## config.mk

```make
export PLATFORM = sky130hd
export DESIGN_NAME = adcrc_top
export DESIGN_NICKNAME = d
export VERILOG_FILES = /design/src/rtl/adcrc_pkg.sv /design/src/rtl/adcrc_top.sv
export SDC_FILE = /design/constraint.sdc
export NUM_CORES = 1
export LEC_CHECK = 0
export ABC_AREA = 1
export ABC_CLOCK_PERIOD_IN_PS = 1550
export BUFFER_PORTS_ARGS = -buffer_cell sky130_fd_sc_hd__buf_4
export CAP_MARGIN = 30
export CORE_UTILIZATION = 50
export DETAILED_ROUTE_END_ITERATION = 6
export GPL_TIMING_DRIVEN = 0
export PLACE_DENSITY = 0.75
export SLEW_MARGIN = 15
export SYNTH_ARGS = -nofsm -noshare
export SYNTH_HDL_FRONTEND = slang
export SYNTH_SLANG_ARGS = --single-unit
export TNS_END_PERCENT = 10
```

## constraint.sdc

```tcl
create_clock -name mclk -period 1.55 [get_ports mclk]
set_input_delay 0.0775 -clock mclk [delete_from_list [all_inputs] [get_ports mclk]]
set_output_delay 0.0775 -clock mclk [all_outputs]
set_load 0.01 [all_outputs]
```

## src/rtl/adcrc_pkg.sv

```systemverilog
// Constants, field layouts and state type of the converter result and clock control block.
package adcrc_pkg;

   // Register offsets on the plain register port.
   localparam logic [7:0] ADCRC_OFS_RESULT_HIGH = 8'h3D;
   localparam logic [7:0] ADCRC_OFS_RESULT_LOW  = 8'h3E;
   localparam logic [7:0] ADCRC_OFS_CLOCK_CTRL  = 8'h3F;
   localparam logic [7:0] ADCRC_OFS_IRQ_STATUS  = 8'h40;
   localparam logic [7:0] ADCRC_OFS_IRQ_MASK    = 8'h41;

   // Field positions inside the converter clock control register.
   localparam int ADCRC_PRESCALE_MSB  = 7;
   localparam int ADCRC_PRESCALE_LSB  = 5;
   localparam int ADCRC_CLKSEL_BIT    = 4;
   localparam int ADCRC_JUSTIFY_HI    = 3;
   localparam int ADCRC_JUSTIFY_LO    = 2;

   // Interrupt status and mask bit positions.
   localparam int ADCRC_EVT_DONE      = 0;
   localparam int ADCRC_EVT_LOST      = 1;
   localparam int ADCRC_EVT_COUNT     = 2;

   // Justification modes.
   localparam logic [1:0] ADCRC_MODE_TRUNC = 2'h0;
   localparam logic [1:0] ADCRC_MODE_RIGHT = 2'h1;
   localparam logic [1:0] ADCRC_MODE_LEFT  = 2'h2;
   localparam logic [1:0] ADCRC_MODE_SIGN  = 2'h3;

   // Values after reset.
   localparam logic [2:0] ADCRC_PRESCALE_RESET = 3'h0;
   localparam logic       ADCRC_CLKSEL_RESET   = 1'b0;
   localparam logic [1:0] ADCRC_MODE_RESET     = ADCRC_MODE_RIGHT;
   localparam logic [9:0] ADCRC_RESULT_RESET   = 10'h000;
   localparam logic [3:0] ADCRC_DIV_RESET      = 4'h0;

   // Whole state of the block, registered in one process.
   typedef struct packed {
      logic [9:0]                 res;
      logic                       lock;
      logic                       flag;
      logic [2:0]                 prescale;
      logic                       clk_sel;
      logic [1:0]                 mode;
      logic [ADCRC_EVT_COUNT-1:0] status;
      logic [ADCRC_EVT_COUNT-1:0] mask;
      logic [3:0]                 div_cnt;
      logic                       clk_en;
      logic [7:0]                 rd_data;
   } adcrc_state_t;

endpackage : adcrc_pkg

```

## src/rtl/adcrc_top.sv

```systemverilog
// Result register pair, justification and converter clock divider of the 10-bit converter.
//
// Operation
// - Each 10-bit conversion result is shown through a high and a low 8-bit read register, placed by the justify mode.
// - In truncated mode the low byte shows result bits 9 to 2 and the high byte reads zero.
// - In truncated mode the low byte is refreshed at every completion and a high byte read locks nothing.
// - In right justified mode bits 9 and 8 sit in high byte bits 1 and 0 and bits 7 to 0 fill the low byte.
// - In left justified mode bits 9 to 2 fill the high byte and bits 1 and 0 sit in low byte bits 7 and 6.
// - In left justified sign mode the layout is left justified with the top result bit inverted.
// - In the 10-bit modes a high byte read freezes the pair and later results are dropped until the low byte is read.
// - In the 10-bit modes both bytes are updated at each completion unless the pair is frozen.
// - The 3-bit prescale field divides the source by 1, 2, 4, 8, or 16 when its top bit is set.
// - The input clock select bit picks the bus clock when 1 and the crystal clock when 0, crystal after reset.
// - The 2-bit justify field selects truncated, right, left or left sign format, right justified after reset.
// - Any write to the clock control register clears the conversion complete flag, except in a cycle with a completion.
// - A read of the low result byte clears the conversion complete flag, except in a cycle with a completion.
//
// The address-and-strobe port is this design's own decision.
`timescale 1ns/10ps

module adcrc_top
   import adcrc_pkg::*;
(
   input  wire logic       mclk,
   input  wire logic       resetn,
   input  wire logic [7:0] reg_addr,
   input  wire logic [7:0] reg_wdata,
   input  wire logic       reg_wr,
   input  wire logic       reg_rd,
   output logic      [7:0] reg_rdata,
   input  wire logic       conv_done,
   input  wire logic [9:0] conv_result,
   input  wire logic       crystal_reference_clock,
   output logic            adc_clk_en,
   output logic            conversion_complete_flag,
   output logic            irq
);

   adcrc_state_t st;
   adcrc_state_t next_st;

   logic       rd_high;
   logic       rd_low;
   logic       rd_ctrl;
   logic       rd_stat;
   logic       rd_mask;
   logic       wr_ctrl;
   logic       wr_stat;
   logic       wr_mask;
   logic       frozen;
   logic       src_tick;
   logic [3:0] div_mask;
   logic [7:0] ctrl_view;

   // High byte as seen by software for a given mode and stored result.
   function automatic logic [7:0] adcrc_high(input logic [1:0] mode, input logic [9:0] res);
      logic [7:0] v;
      v = 8'h00;
      case (mode)
         ADCRC_MODE_TRUNC : v = 8'h00;
         ADCRC_MODE_RIGHT : v = {6'h00, res[9:8]};
         ADCRC_MODE_LEFT  : v = res[9:2];
         default          : v = {~res[9], res[8:2]};
      endcase
      return v;
   endfunction : adcrc_high

   // Low byte as seen by software for a given mode and stored result.
   function automatic logic [7:0] adcrc_low(input logic [1:0] mode, input logic [9:0] res);
      logic [7:0] v;
      v = 8'h00;
      case (mode)
         ADCRC_MODE_TRUNC : v = res[9:2];
         ADCRC_MODE_RIGHT : v = res[7:0];
         default          : v = {res[1:0], 6'h00};
      endcase
      return v;
   endfunction : adcrc_low

   // Divider length as a mask of low counter bits.
   function automatic logic [3:0] adcrc_div_mask(input logic [2:0] prescale);
      logic [3:0] m;
      m = 4'h0;
      if (prescale[2]) begin
         m = 4'hF;
      end else if (prescale == 3'h3) begin
         m = 4'h7;
      end else if (prescale == 3'h2) begin
         m = 4'h3;
      end else if (prescale == 3'h1) begin
         m = 4'h1;
      end else begin
         m = 4'h0;
      end
      return m;
   endfunction : adcrc_div_mask

   // Address decoding of the register port.
   always_comb begin
      rd_high = 1'b0;
      rd_low  = 1'b0;
      rd_ctrl = 1'b0;
      rd_stat = 1'b0;
      rd_mask = 1'b0;
      wr_ctrl = 1'b0;
      wr_stat = 1'b0;
      wr_mask = 1'b0;
      if (reg_addr == ADCRC_OFS_RESULT_HIGH) begin
         rd_high = reg_rd;
      end else if (reg_addr == ADCRC_OFS_RESULT_LOW) begin
         rd_low = reg_rd;
      end else if (reg_addr == ADCRC_OFS_CLOCK_CTRL) begin
         rd_ctrl = reg_rd;
         wr_ctrl = reg_wr;
      end else if (reg_addr == ADCRC_OFS_IRQ_STATUS) begin
         rd_stat = reg_rd;
         wr_stat = reg_wr;
      end else if (reg_addr == ADCRC_OFS_IRQ_MASK) begin
         rd_mask = reg_rd;
         wr_mask = reg_wr;
      end
   end

   assign src_tick = st.clk_sel ? 1'b1 : crystal_reference_clock;
   assign div_mask = adcrc_div_mask(st.prescale);

   // A high byte read in the same cycle as a completion already counts as frozen, so the
   // pair software is assembling never mixes two conversions.
   assign frozen = (st.mode != ADCRC_MODE_TRUNC) && (st.lock || rd_high);

   always_comb begin
      ctrl_view = 8'h00;
      ctrl_view[ADCRC_PRESCALE_MSB:ADCRC_PRESCALE_LSB] = st.prescale;
      ctrl_view[ADCRC_CLKSEL_BIT] = st.clk_sel;
      ctrl_view[ADCRC_JUSTIFY_HI] = st.mode[1];
      ctrl_view[ADCRC_JUSTIFY_LO] = st.mode[0];
   end

   always_comb begin
      next_st = st;
      next_st.rd_data = 8'h00;

      // Result capture; bus writes to the result offsets fall through untouched.
      if (conv_done && !frozen) begin
         next_st.res = conv_result;
      end
      // A mode change keeps the lock; it has no effect in truncated mode, so software returning
      // to a 10-bit mode with a pending high byte read must still read the low byte to release it.
      if (rd_high && st.mode != ADCRC_MODE_TRUNC) begin
         next_st.lock = 1'b1;
      end else if (rd_low) begin
         next_st.lock = 1'b0;
      end

      // Conversion complete flag: a completion wins over a clear in the same cycle.
      if (conv_done) begin
         next_st.flag = 1'b1;
      end else if (wr_ctrl) begin
         next_st.flag = 1'b0;
      end else if (rd_low) begin
         next_st.flag = 1'b0;
      end

      if (wr_ctrl) begin
         next_st.prescale = reg_wdata[ADCRC_PRESCALE_MSB:ADCRC_PRESCALE_LSB];
         next_st.clk_sel  = reg_wdata[ADCRC_CLKSEL_BIT];
         next_st.mode     = {reg_wdata[ADCRC_JUSTIFY_HI], reg_wdata[ADCRC_JUSTIFY_LO]};
      end

      // Sticky events, cleared by writing one; a new event beats the clear.
      if (wr_stat) begin
         next_st.status = st.status & ~reg_wdata[ADCRC_EVT_COUNT-1:0];
      end
      if (conv_done) begin
         next_st.status[ADCRC_EVT_DONE] = 1'b1;
      end
      if (conv_done && frozen) begin
         next_st.status[ADCRC_EVT_LOST] = 1'b1;
      end
      if (wr_mask) begin
         next_st.mask = reg_wdata[ADCRC_EVT_COUNT-1:0];
      end

      // The counter runs freely on source ticks; changing the prescaler needs no restart.
      // The price is that the first strobe after a prescaler change may come early.
      next_st.clk_en = 1'b0;
      if (src_tick) begin
         next_st.div_cnt = st.div_cnt + 4'h1;
         next_st.clk_en  = ((st.div_cnt & div_mask) == div_mask);
      end

      if (rd_high) begin
         next_st.rd_data = adcrc_high(st.mode, st.res);
      end else if (rd_low) begin
         next_st.rd_data = adcrc_low(st.mode, st.res);
      end else if (rd_ctrl) begin
         next_st.rd_data = ctrl_view;
      end else if (rd_stat) begin
         next_st.rd_data = {6'h00, st.status};
      end else if (rd_mask) begin
         next_st.rd_data = {6'h00, st.mask};
      end
   end

   always_ff @(posedge mclk) begin
      if (!resetn) begin
         st.res      <= ADCRC_RESULT_RESET;
         st.lock     <= 1'b0;
         st.flag     <= 1'b0;
         st.prescale <= ADCRC_PRESCALE_RESET;
         st.clk_sel  <= ADCRC_CLKSEL_RESET;
         st.mode     <= ADCRC_MODE_RESET;
         st.status   <= '0;
         st.mask     <= '0;
         st.div_cnt  <= ADCRC_DIV_RESET;
         st.clk_en   <= 1'b0;
         st.rd_data  <= 8'h00;
      end else begin
         st <= next_st;
      end
   end

   assign reg_rdata                = st.rd_data;
   assign adc_clk_en               = st.clk_en;
   assign conversion_complete_flag = st.flag;
   assign irq                      = |(st.status & st.mask);

   // Checks on the register view, the result interlock, the complete flag, the reset values and the divider strobe.
   chk_trunc_high_zero : assert property (@(posedge mclk) disable iff (!resetn)
      rd_high && st.mode == ADCRC_MODE_TRUNC |=> reg_rdata == 8'h00)
      else $error("Truncated high byte not zero.");

   chk_trunc_low_bits : assert property (@(posedge mclk) disable iff (!resetn)
      rd_low && st.mode == ADCRC_MODE_TRUNC |=> reg_rdata == $past(st.res[9:2]))
      else $error("Truncated low byte wrong.");

   chk_trunc_no_lock : assert property (@(posedge mclk) disable iff (!resetn)
      st.mode == ADCRC_MODE_TRUNC && conv_done |=> st.res == $past(conv_result))
      else $error("Truncated mode missed an update.");

   chk_right_low_byte : assert property (@(posedge mclk) disable iff (!resetn)
      rd_low && st.mode == ADCRC_MODE_RIGHT |=> reg_rdata == $past(st.res[7:0]))
      else $error("Right justified low byte wrong.");

   chk_right_high_byte : assert property (@(posedge mclk) disable iff (!resetn)
      rd_high && st.mode == ADCRC_MODE_RIGHT |=> reg_rdata == {6'h00, $past(st.res[9:8])})
      else $error("Right justified high byte wrong.");

   chk_left_high_byte : assert property (@(posedge mclk) disable iff (!resetn)
      rd_high && st.mode == ADCRC_MODE_LEFT |=> reg_rdata == $past(st.res[9:2]))
      else $error("Left justified high byte wrong.");

   chk_left_low_byte : assert property (@(posedge mclk) disable iff (!resetn)
      rd_low && st.mode[1] |=> reg_rdata == {$past(st.res[1:0]), 6'h00})
      else $error("Left justified low byte wrong.");

   chk_sign_msb_inv : assert property (@(posedge mclk) disable iff (!resetn)
      rd_high && st.mode == ADCRC_MODE_SIGN |=> reg_rdata == {~$past(st.res[9]), $past(st.res[8:2])})
      else $error("Sign mode high byte wrong.");

   chk_frozen_pair : assert property (@(posedge mclk) disable iff (!resetn)
      st.mode != ADCRC_MODE_TRUNC ##0 rd_high ##1 (!rd_low && !wr_ctrl) [*2] |-> st.res == $past(st.res, 2))
      else $error("Frozen pair was overwritten.");

   chk_update_pair : assert property (@(posedge mclk) disable iff (!resetn)
      conv_done && !st.lock && !rd_high |=> st.res == $past(conv_result))
      else $error("Result pair not updated.");

   chk_div_two : assert property (@(posedge mclk) disable iff (!resetn)
      st.clk_sel && st.prescale == 3'h1 && !reg_wr ##1 adc_clk_en && !reg_wr |=> !adc_clk_en ##1 adc_clk_en)
      else $error("Divide by two strobe spacing wrong.");

   chk_reset_values : assert property (@(posedge mclk) disable iff (!resetn)
      $rose(resetn) |-> st.clk_sel == 1'b0 && st.mode == ADCRC_MODE_RIGHT)
      else $error("Reset clock source or mode wrong.");

   chk_ctrl_clears : assert property (@(posedge mclk) disable iff (!resetn)
      wr_ctrl && !conv_done |=> !conversion_complete_flag)
      else $error("Control write left flag set.");

   chk_low_clears : assert property (@(posedge mclk) disable iff (!resetn)
      rd_low && !conv_done |=> !conversion_complete_flag)
      else $error("Low byte read left flag set.");

   chk_result_wr_ign : assert property (@(posedge mclk) disable iff (!resetn)
      reg_wr && (reg_addr == ADCRC_OFS_RESULT_HIGH || reg_addr == ADCRC_OFS_RESULT_LOW) && !conv_done
      |=> st.res == $past(st.res) && st.lock == $past(st.lock))
      else $error("Result write disturbed state.");

   chk_trunc_high_free : assert property (@(posedge mclk) disable iff (!resetn)
      rd_high && st.mode == ADCRC_MODE_TRUNC |=> st.lock == $past(st.lock))
      else $error("Truncated high byte read changed the lock.");

   chk_lost_result : assert property (@(posedge mclk) disable iff (!resetn)
      conv_done && st.lock && st.mode != ADCRC_MODE_TRUNC |=> st.status[ADCRC_EVT_LOST] && st.res == $past(st.res))
      else $error("Completion while frozen was not dropped.");

   chk_strobe_single : assert property (@(posedge mclk) disable iff (!resetn)
      adc_clk_en && st.prescale != 3'h0 && $stable(st.prescale) |=> !adc_clk_en)
      else $error("Divided strobe longer than one cycle.");

endmodule : adcrc_top

```

=== Word-level counts from Yosys, hierarchy flattened ===
Cells that the tools add are included.

* Output and inout bits: 11
* Bits in read-only memories: 0
* Memory bits (writable): 0
* Logic and storage cells: 89
* Bits in latches: 0
* Bits in registers: 35
* Memories: 0

* Shift operators: 0
* Add/subtract/negate cells: 1
* Bitwise operators: 5
* $lt $le $gt $ge: 0
* Divide/modulo/power cells: 0
* Mux-type cells: 46
* $mul: 0
* Reduce and logical (&&, ||, !) cells: 14
* Eq/ne operators: 11

{| class="wikitable"
|+ Operators with widths
! cell !! number
|-
| two-way mux 1 bit || 35
|-
| == test 8 x 6 -> 1 bit, second input constant || 3
|-
| two-way mux 8 bit || 3
|-
| one-hot mux 8 bit (3 select lines) || 1
|-
| == test 8 x 7 -> 1 bit, second input constant || 2
|-
| one-hot mux 8 bit (2 select lines) || 1
|-
| two-way mux 2 bit || 4
|-
| nonzero test 2 bit || 4
|-
| == test 3 x 2 -> 1 bit, second input constant || 2
|-
| adder 4 x 1 -> 4 bit, second input constant || 1
|-
| AND 2 bit || 2
|-
| AND 4 bit || 1
|-
| == test 4 bit || 1
|-
| logical AND 1 bit || 4
|-
| two-way mux 4 bit || 1
|-
| == test 3 x 1 -> 1 bit, second input constant || 1
|-
| two-way mux 3 bit || 1
|-
| nonzero test 3 bit || 1
|-
| == test 2 x 1 -> 1 bit, second input constant || 1
|-
| == test 2 bit, second input constant || 1
|-
| zero test 2 bit || 1
|-
| NOT 2 bit || 1
|-
| AND reduction 2 bit || 1
|-
| OR reduction 2 bit || 1
|-
| 3 further kinds || 3
|}

=== Depth between registers and ports, before layout ===
Gate-level depths: netlist of run 1.

* Depth after elaboration: 11
* Depth in mapped cells: 10

=== Worst setup path before layout of run 1 ===
Ideal clock, no wire load.

* Kind: register to register
* Start: register st, in the netlist ctrl_view[2]
* End: register st[25] (netlist bit)
* Cell stages (with the launch flop): 8
* Path slack: 0.289 ns
* Arrival time: 1.148 ns
* Path through: dfxtp_1 > nor2_2 > inv_2 > nand2_1 > nand3_4 > buf_8 > nor2_1 > nor2_1

* Cells in the longest elaborated chain, start to end: 4

{| class="wikitable"
|+ Ends and longest elaborated chain
! element !! RTL line !! RTL
|-
| start, declared || adcrc_top.sv:39 || <nowiki>adcrc_state_t st;</nowiki>
|-
| start signal, assigned || adcrc_top.sv:219 || <nowiki>st <= next_st;</nowiki>
|-
| nonzero test 2 bit || adcrc_top.sv:129 || <nowiki>assign frozen = (st.mode != ADCRC_MODE_TRUNC) && (st.lock || rd_high);</nowiki>
|-
| logical AND 1 bit || adcrc_top.sv:129 ||
|-
| zero test 1 bit || adcrc_top.sv:144 || <nowiki>if (conv_done && !frozen) begin</nowiki>
|-
| logical AND 1 bit || adcrc_top.sv:144 ||
|}

Every way passes these cells.
A chain may end at the register's enable or synchronous reset.

=== Worst setup path in the final report of run 1 ===
* Start: register st, in the netlist ctrl_view[2]
* End: register st[28] (netlist bit)

The elaborated chain is that of the path after synthesis.

==> impl_metrics.json, run 1 <==
{
  "result_of_the_run": "finished clean",
  "cts_num_sinks": 35,
  "floorplan.rows": 21,
  "final_min_period_over_clock_period": 0.907,
  "post-route-util": 0.704,
  "mappedNetlistArea_um2": 1840,
  "synth_ff_type": "sky130_fd_sc_hd__dfxtp_1",
  "yosys.area_share.simple": 0.359,
  "first_global_vias": 1636,
  "leakage_nw": 1.12,
  "dp_hpwl_um": 3090,
  "yosys.area.top_type": "sky130_fd_sc_hd__dfxtp_1",
  "first_pass_iters": 4,
  "fmaxAchievable_mhz": 711,
  "post-cts-setup-buffer-count": 0,
  "total_wirelength_um": 4220,
  "largest_family_of_logic_cells_by_synthesized_area": "simple AND/OR/NAND/NOR gates",
  "htreeDepth": 2,
  "dieArea_um2": 3920,
  "top_usage_layer": "met2",
  "path_max_fanout": 10,
  "groute.usage.overall": 0.227,
  "wire_length_of_the_first_global_routing_pass_um": 7120,
  "largest_net_degree_at_the_start_of_global_routing": 13,
  "worstSetupStartpointType": "register",
  "portBuffers": 40,
  "power_density_relative_to_cell_area_nw_per_um2": 836,
  "ys_seq_elements": 35,
  "synthAdderAreaFrac": 0.00681,
  "globalplace.congestion": 0.873,
  "maxSlewViolCount": 0,
  "cts.reportedPaths.clkPinSlew_ns": 0.11,
  "cts-buffers-inserted": 5,
  "final-seq-area_um2": 701,
  "finalCriticalPeriod_ns": 1.41,
  "timing.slew.headroom": 0.699,
  "post-synth-top-area-fraction": 0.381,
  "post_route_cells_drive_above_1_share": 0.220,
  "rsz_0062_raised_after_global_routing": "no",
  "grt_met1_use": 0.306,
  "critical_path_arrival_ns": 1.65,
  "finalNetCount": 364,
  "postLayoutCellArea_um2": 2410,
  "number_of_flops_mapped_to_enable_cells_by_yosys": 0,
  "min_path_type": "primary input to register",
  "cts_root_buf": "sky130_fd_sc_hd__clkbuf_4",
  "routed-via-count": 1862,
  "finalNonFillerCells": 378,
  "tritoncts_clock_tree": "yes",
  "wl_per_cell_um": 11.2,
  "overflow": 0,
  "average_vias_per_placed_instance": 4.93,
  "grt_util_met2": 0.357,
  "syn_inst": 274,
  "antenna_violating_nets_post_route": 0,
  "total_area_of_multi_input_combinational_cells_um2": 920,
  "setup_viol": 0,
  "die-width_um": 62.6,
  "max_slew.worst_pin.slew_ns": 0.451,
  "pin_count": 43,
  "seq_total_area_yosys": 0.381,
  "dpl-instance-area_um2": 2200,
  "hold_viol_final": 0,
  "synth_area_leaders": "sky130_fd_sc_hd__dfxtp_1, sky130_fd_sc_hd__nand2_1, sky130_fd_sc_hd__nor2_1, sky130_fd_sc_hd__nand3_1, sky130_fd_sc_hd__a21oi_1",
  "design.core.area_um2": 3420,
  "criticalPathCategory": "register to register",
  "layout.filler_cells": 328,
  "fin_worst_skew_ns": 0.00571,
  "drv.max_cap_violation_count": 0,
  "synth_xor_xnor_area_share": 0,
  "yosysMostFrequentCell": "sky130_fd_sc_hd__nand2_1",
  "finalSetupTns_ns": 0,
  "dieHeight_um": 62.6,
  "netlist_top_cells_count": "sky130_fd_sc_hd__nand2_1, sky130_fd_sc_hd__nor2_1, sky130_fd_sc_hd__dfxtp_1",
  "drc": 0,
  "grt.met3_usage": 0.0566,
  "placed_cell_count": 360,
  "irDropWorstVdd_mv": 0.670,
  "avgSynthCellArea_um2": 6.71,
  "critical_path.endpoint_type": "register",
  "floorplan.initialDensity": 0.538,
  "n_diodes": 0,
  "synthDistinctLibCells": 30,
  "antenna_violations_before_repair": 0,
  "clock_path_buffers": 2,
  "clkLatencyLatePin_ns": 0.34,
  "synthesis.nets": 307,
  "drt_first_iter_violations": 96,
  "post_synth_mux_area_share": 0,
  "async_set_reset_flop_share_out_of_synthesis": 0,
  "required_ns": 1.79,
  "holdWs_ns": 0.00278,
  "synth_compound_area_frac": 0.132,
  "layout-area-overhead-vs-synth_pct": 30.9,
  "yosysWarnings": 0
}
-- sequential cells by signal (all words and copies together), names as in the netlist --
name / cells
st: 19
reg_rdata: 8
ctrl_view: 6
adc_clk_en: 1
conversion_complete_flag: 1
-- cell usage in the layout (no fill, tap or decap), types with 2 or more instances in the layout --
master and instances:
sky130_fd_sc_hd__nand2_1 72, sky130_fd_sc_hd__buf_4 48, sky130_fd_sc_hd__nor2_1 37, sky130_fd_sc_hd__dfxtp_1 35, sky130_fd_sc_hd__inv_1 28, sky130_fd_sc_hd__nand3_1 27
sky130_fd_sc_hd__a21oi_1 23, sky130_fd_sc_hd__o21ai_0 11, sky130_fd_sc_hd__dlygate4sd3_1 10, sky130_fd_sc_hd__clkbuf_4 5, sky130_fd_sc_hd__o22ai_1 4, sky130_fd_sc_hd__nand2_2 3
sky130_fd_sc_hd__nor2_4 2, sky130_fd_sc_hd__buf_2 2, sky130_fd_sc_hd__nand4_1 2, sky130_fd_sc_hd__inv_2 2, sky130_fd_sc_hd__clkbuf_1 2, sky130_fd_sc_hd__a22oi_1 2
sky130_fd_sc_hd__bufinv_16 2
-- through the flow --
| step | total power, mW | setup slack [ns] |
|---|---|---|
| 6_report | 2.01 | 0.144 |
| 5_1_grt | 2.09 | 0.0271 |
| 4_1_cts | 2.01 | 0.0931 |
| 3_5_place_dp | 1.18 | 0.122 |
| 3_3_place_gp | 1.18 | 0.118 |
| 2_1_floorplan | 1.08 | 0.289 |
-- routing by layer --
metal / up-vias / part of all wire
met2: 54 / 0.45
li1: 981 / -
met4: 0 / 0.014
met3: 4 / 0.055
met5: - / 0
met1: 823 / 0.48
-- where the power goes --
group	leakage, nW	total (mW)	internal (mW)	switching, mW
sequential	0.286	0.951	0.928	0.0228
combinational	0.787	0.231	0.117	0.115
clock	0.0514	0.829	0.501	0.327
total	1.12	2.01	1.55	0.465
-- path summary, 6_finish.rpt --
| check | startpoint | end | slack (ns) | cells past startpoint |
|---|---|---|---|---|
| setup / recovery | ctrl_view[2]$_SDFFE_PN1P_ | st[28]$_SDFFE_PN0P_ | 0.14 | 7 |
| hold / removal | reg_wdata[4] | ctrl_view[4]$_SDFFE_PN0P_ | 0.003 | 3 |
| setup reg to reg | ctrl_view[2]$_SDFFE_PN1P_ | st[28]$_SDFFE_PN0P_ | 0.14 | 7 |
| hold reg to reg | st[12]$_SDFFE_PN0N_ | st[12]$_SDFFE_PN0N_ | 0.47 | 1 |
-- cell type report --
cell class	instances	area share
sequential	35	0.291
multi-input combinational	194	0.382
clock buffer	5	0.0156
timing repair buffer	50	0.166
inverter	30	0.0468
clock inverter	3	0.0281
tap	46	0.0239
buffer	15	0.0458
-- critical path, stage by stage (launching register included) --
cell                      delay, ns
sky130_fd_sc_hd__dfxtp_1       0.41
sky130_fd_sc_hd__nor2_4        0.18
sky130_fd_sc_hd__inv_2         0.09
sky130_fd_sc_hd__nand2_1       0.15
sky130_fd_sc_hd__nand3_4       0.16
sky130_fd_sc_hd__buf_8         0.18
sky130_fd_sc_hd__nor2_1        0.09
sky130_fd_sc_hd__nor2_1        0.05
-- timing repair --
| action | 4_1_cts | 5_1_grt |
|---|---|---|
| endpoints found under the setup margin | 0 | 8 |
| hold endpoints to repair | 10 | 0 |
| hold buffers | 10 | 0 |
| resized for setup | 0 | 1 |
-- logic make-up (layout without fill, tap and decap cells) --
family / after synthesis / in the layout
buf+inv: 45 / 103
fa+ha+maj: 1 / 1
flops: 35 / 35
simple gates: 149 / 149
compound gates: 44 / 44
(Power assumes the default switching activity.)
==> run 2: changes to the inputs <==
--- a/config.mk
+++ b/config.mk
@@ -9,10 +9,10 @@
 export ABC_CLOCK_PERIOD_IN_PS = 1550
 export BUFFER_PORTS_ARGS = -buffer_cell sky130_fd_sc_hd__buf_4
 export CAP_MARGIN = 30
-export CORE_UTILIZATION = 50
+export CORE_UTILIZATION = 52
 export DETAILED_ROUTE_END_ITERATION = 6
 export GPL_TIMING_DRIVEN = 0
-export PLACE_DENSITY = 0.75
+export PLACE_DENSITY = 0.78
 export SLEW_MARGIN = 15
 export SYNTH_ARGS = -nofsm -noshare
 export SYNTH_HDL_FRONTEND = slang
==> impl_metrics.json, run 2 (synthesis gave the netlist of run 1 again) <==
{
  "result_of_the_run": "finished clean",
  "total_wirelength_um": 4130,
  "clkLatencyLatePin_ns": 0.34,
  "rsz_0062_raised_after_global_routing": "no",
  "finalCriticalPeriod_ns": 1.39,
  "ff2ff_path_depth": 7,
  "holdPathStages": 3,
  "average_vias_per_placed_instance": 4.82,
  "switching_share": 0.248,
  "fin_worst_skew_ns": 0.00634,
  "cts_num_sinks": 35,
  "irDropWorstVdd_mv": 0.624,
  "design.core.area_um2": 3360,
  "rr_startpoint": "ctrl_view[3]$_SDFFE_PN0P_",
  "max_slew.worst_pin.slew_ns": 0.448,
  "layout-area-overhead-vs-synth_pct": 29.6,
  "first_global_vias": 1510,
  "worstPathCellList": "inv_1, nand2_1, o21ai_0, a21oi_1, nand3_1, nand2_1, inv_1",
  "finalSetupTns_ns": 0,
  "largest_net_degree_at_the_start_of_global_routing": 13,
  "layout.cells.most_common_list": "sky130_fd_sc_hd__nand2_1, sky130_fd_sc_hd__buf_4, sky130_fd_sc_hd__nor2_1",
  "pre_cts_ws_ns": 0.139,
  "p_comb_frac": 0.124,
  "power.internal_mw": 1.38,
  "wl_per_cell_um": 10.9,
  "power_density_relative_to_cell_area_nw_per_um2": 772,
  "criticalPathCategory": "register to register",
  "n_diodes": 0,
  "largest_reg_flops": 19,
  "crit-reg2reg-capture": "reg_rdata[1]$_SDFF_PN0_",
  "critical_path_slowest_stage_cell": "sky130_fd_sc_hd__dfxtp_1",
  "timing.slew.headroom": 0.700,
  "total_power_mw": 1.84,
  "die-width_um": 61.5,
  "worst_path_largest_cell_delay_ns": 0.47,
  "pin_count": 43,
  "setup_viol": 0,
  "drv.max_cap_violation_count": 0,
  "net-switching-power_uw": 455,
  "floorplan.initialDensity": 0.547,
  "globalplace.congestion": 0.889,
  "antenna_violations_before_repair": 0,
  "dp_hpwl_um": 3110,
  "fmaxAchievable_mhz": 718,
  "final_setup_slack_of_the_worst_path_ns": 0.158,
  "portBuffers": 40,
  "overflow": 0,
  "cp-startpoint": "ctrl_view[3]$_SDFFE_PN0P_",
  "critical_path.endpoint_type": "register",
  "drc": 0,
  "critical_path_arrival_ns": 1.64,
  "drt_first_iter_violations": 101,
  "hold_viol_final": 0,
  "cts-buffers-inserted": 5,
  "cts.reportedPaths.clkPinSlew_ns": 0.11,
  "groute.usage.overall": 0.240,
  "worstSetupStartpointType": "register",
  "floorplan.rows": 21,
  "clock_path_buffers": 2,
  "path_max_fanout": 7,
  "power.share.sequential": 0.517,
  "antenna_violating_nets_post_route": 0,
  "maxSlewViolCount": 0,
  "leakage_nw": 1.12,
  "finalNetCount": 364,
  "htreeDepth": 2,
  "tritoncts_clock_tree": "yes",
  "wire_length_of_the_first_global_routing_pass_um": 6560,
  "dieArea_um2": 3780,
  "required_ns": 1.80,
  "clock_power_share": 0.359,
  "first_pass_iters": 5,
  "placed_cell_count": 360,
  "ff2ff_setup_slack_ns": 0.16,
  "commonest_non_fill_non_tap_cell_in_the_layout": "sky130_fd_sc_hd__nand2_1",
  "dieHeight_um": 61.5,
  "critical_path.endpoint": "reg_rdata[1]$_SDFF_PN0_",
  "post-cts-setup-buffer-count": 0,
  "routed-via-count": 1822,
  "post_route_cells_drive_above_1_share": 0.220,
  "regMostFlops": "st",
  "finalNonFillerCells": 378,
  "holdWs_ns": 0.0121,
  "cts_root_buf": "sky130_fd_sc_hd__clkbuf_4",
  "min_path_type": "primary input to register",
  "final_min_period_over_clock_period": 0.898
}
[run 2: what timing repair did]
action                                  CTS  global route
endpoints found under the setup margin    0             3
hold buffers                             10             0
hold endpoints to repair                 10             0
resized for setup                         0             1
[run 2: per-layer routing]
metal  global-route usage  share of wire  vias up
met1                0.316           0.46      769
met4               0.0571         0.0087        0
met2                0.394           0.47       62
met5                    0              0        -
li1                     -              -      986
met3               0.0630          0.056        5
[run 2: worst min-delay path by stage]
stage / startpoint / endpoint / slack (ns)
after CTS: reg_wdata[4] / ctrl_view[4]$_SDFFE_PN0P_ / 0.003
after global routing: reg_wdata[1] / st[14]$_SDFFE_PN0P_ / 0.001
after detailed placement: conv_result[3] / st[28]$_SDFFE_PN0P_ / 0.30
after floorplan: conv_result[0] / st[25]$_SDFFE_PN0P_ / 0.21
after global placement: conv_result[4] / st[29]$_SDFFE_PN0P_ / 0.30
final: reg_wdata[1] / st[14]$_SDFFE_PN0P_ / 0.01
[run 2: final cells by class]
cell class | instances | area (um2)
Fill cell | 308 | 981
Multi-Input combinational cell | 194 | 920
Sequential cell | 35 | 701
Timing Repair Buffer | 50 | 400
Inverter | 30 | 113
Buffer | 15 | 110
Tap cell | 46 | 57.6
Clock inverter | 3 | 43.8
Clock buffer | 5 | 37.5
[run 2: stage by stage]
| stage | area [um2] | util |
|---|---|---|
| floorplan | 1840 | - |
| finish | 2380 | 0.708 |
| CTS | 2380 | 0.707 |
| global placement | 2200 | 0.653 |
| detailed placement | 2200 | 0.653 |
| global route | 2380 | 0.708 |
[run 2: power by group through the flow]
stage / registers, mW / clock network, mW / logic [mW]
finish: 0.951 / 0.660 / 0.229
global route: 0.954 / 0.711 / 0.258
CTS: 0.950 / 0.669 / 0.229
detailed placement: 0.971 / 0 / 0.207
global placement: 0.971 / 0 / 0.205
floorplan: 0.966 / 0 / 0.116
[run 2: critical path, delay by kind of cell, from the launching register on]
kind,cells,cell delay (ns)
compound gates,2,0.31
buf+inv,2,0.15
flops,1,0.47
simple gates,3,0.37
==> run 3: changes to the inputs <==
--- a/config.mk
+++ b/config.mk
@@ -8,11 +8,13 @@
 export ABC_AREA = 1
 export ABC_CLOCK_PERIOD_IN_PS = 1550
 export BUFFER_PORTS_ARGS = -buffer_cell sky130_fd_sc_hd__buf_4
-export CAP_MARGIN = 30
+export CAP_MARGIN = 10
 export CORE_UTILIZATION = 52
+export CTS_CLUSTER_DIAMETER = 30
 export DETAILED_ROUTE_END_ITERATION = 6
 export GPL_TIMING_DRIVEN = 0
 export PLACE_DENSITY = 0.78
+export RECOVER_POWER = 25
 export SLEW_MARGIN = 15
 export SYNTH_ARGS = -nofsm -noshare
 export SYNTH_HDL_FRONTEND = slang
==> impl_metrics.json, run 3 (synthesis gave the netlist of run 1 again) <==
{
  "result_of_the_run": "finished clean",
  "clock_path_buffers": 2,
  "largest_reg_flops": 19,
  "layout-area-overhead-vs-synth_pct": 27.9,
  "drc": 0,
  "cp_num_buf_inv": 2,
  "irDropWorstVdd_mv": 0.624,
  "first_global_vias": 1510,
  "floorplan.initialDensity": 0.547,
  "groute.usage.overall": 0.240,
  "finalNonFillerCells": 378,
  "leakage_nw": 1.08,
  "cts.reportedPaths.clkPinSlew_ns": 0.11,
  "critical_path_arrival_ns": 1.66,
  "final_min_period_over_clock_period": 0.905,
  "crit_path_leading_delay_family": "flip-flops",
  "wl_per_cell_um": 11.0,
  "power_density_relative_to_cell_area_nw_per_um2": 781,
  "min_path_type": "primary input to register",
  "regMostFlops": "st",
  "commonest_non_fill_non_tap_cell_in_the_layout": "sky130_fd_sc_hd__nand2_1",
  "cts_root_buf": "sky130_fd_sc_hd__clkbuf_4",
  "cts_num_sinks": 35,
  "setup_viol": 0,
  "wire_length_of_the_first_global_routing_pass_um": 6560,
  "htreeDepth": 2,
  "critical_path_slowest_stage_cell": "sky130_fd_sc_hd__dfxtp_1",
  "post-cts-setup-buffer-count": 0,
  "timing.slew.headroom": 0.699,
  "rsz_0062_raised_after_global_routing": "no",
  "dp_hpwl_um": 3110,
  "die-width_um": 61.5,
  "design.core.area_um2": 3360,
  "portBuffers": 40,
  "dpl-instance-area_um2": 2200,
  "criticalPathCategory": "register to register",
  "antenna_violations_before_repair": 0,
  "drt_first_iter_violations": 100,
  "finalNetCount": 364,
  "fmaxAchievable_mhz": 713,
  "routed-via-count": 1839,
  "layout.cells.most_common_list": "sky130_fd_sc_hd__nand2_1, sky130_fd_sc_hd__buf_4, sky130_fd_sc_hd__nor2_1",
  "worstPathCellList": "inv_1, nand2_1, o21ai_0, a21oi_1, nand3_1, nand2_1, inv_1",
  "total_wirelength_um": 4150,
  "n_diodes": 0,
  "cts-buffers-inserted": 5,
  "average_vias_per_placed_instance": 4.87,
  "fin_worst_skew_ns": 0.00655,
  "dieHeight_um": 61.5,
  "dieArea_um2": 3780,
  "drv.max_cap_violation_count": 0,
  "tritoncts_clock_tree": "yes",
  "post_route_cells_drive_above_1_share": 0.193,
  "overflow": 0,
  "pin_count": 43,
  "finalCriticalPeriod_ns": 1.40,
  "total_power_mw": 1.84,
  "placed_cell_count": 360,
  "globalplace.congestion": 0.889,
  "largest_net_degree_at_the_start_of_global_routing": 13,
  "postLayoutCellArea_um2": 2350,
  "post-route-util": 0.699,
  "maxSlewViolCount": 0,
  "max_slew.worst_pin.slew_ns": 0.451,
  "worstSetupStartpointType": "register",
  "hold_viol_final": 0,
  "clkLatencyLatePin_ns": 0.34,
  "antenna_violating_nets_post_route": 0,
  "critical_path.endpoint_type": "register",
  "worst_path_largest_cell_delay_ns": 0.47,
  "finalSetupTns_ns": 0,
  "first_pass_iters": 4,
  "required_ns": 1.80,
  "floorplan.rows": 21,
  "path_max_fanout": 7
}
-- run 3: changes by cell type in the layout (fill, tap and decap cells not counted), sizes merged --
cell	previous run	this run
clkbuf	8	17
buf	52	43
-- run 3: report_power, final --
part           switching, mW  leakage [nW]  internal (mW)
clock                  0.322        0.0452          0.339
sequential            0.0231         0.286          0.928
combinational          0.112         0.753          0.113
-- run 3: final timing paths --
kind | startpoint | to | slack, ns | cells after the start
hold / removal | reg_wdata[1] | st[14]$_SDFFE_PN0P_ | 0.01 | 3
hold reg to reg | st[12]$_SDFFE_PN0N_ | st[12]$_SDFFE_PN0N_ | 0.47 | 1
setup reg to reg | ctrl_view[3]$_SDFFE_PN0P_ | reg_rdata[1]$_SDFF_PN0_ | 0.15 | 7
setup / recovery | ctrl_view[3]$_SDFFE_PN0P_ | reg_rdata[1]$_SDFF_PN0_ | 0.15 | 7
-- run 3: per-stage QoR --
stage | worst slack [ns] | hold WS [ns]
floorplan | 0.289 | 0.212
global placement | 0.163 | 0.298
detailed placement | 0.139 | 0.304
CTS | 0.113 | 0.00315
global route | 0.00648 | 0.00112
finish | 0.147 | 0.0109
-- run 3: area by class of cell --
cell class | instances | area (um2)
fill | 314 | 1010
multi-input combinational | 194 | 920
sequential | 35 | 701
timing repair buffer | 50 | 370
inverter | 30 | 113
buffer | 15 | 109
tap | 46 | 57.6
clock inverter | 3 | 43.8
clock buffer | 5 | 37.5
-- run 3: what timing repair did --
action	CTS	global route
hold buffers	10	0
gates resized for setup	0	1
endpoints found under the hold margin	10	0
endpoints found under the setup margin	0	3
-- run 3: metal layers --
metal,track usage,part of all wire
met5,0,0
met4,0.0571,0.0089
met3,0.0630,0.055
met2,0.394,0.47
met1,0.316,0.47
-- run 3: tightest hold or removal path: cells and delay by family --
family                 cells  cell delay (ns)
AO/OA/AOI/OAI              1             0.06
buffers and inverters      1             0.11
AND/OR/NAND/NOR            1             0.07
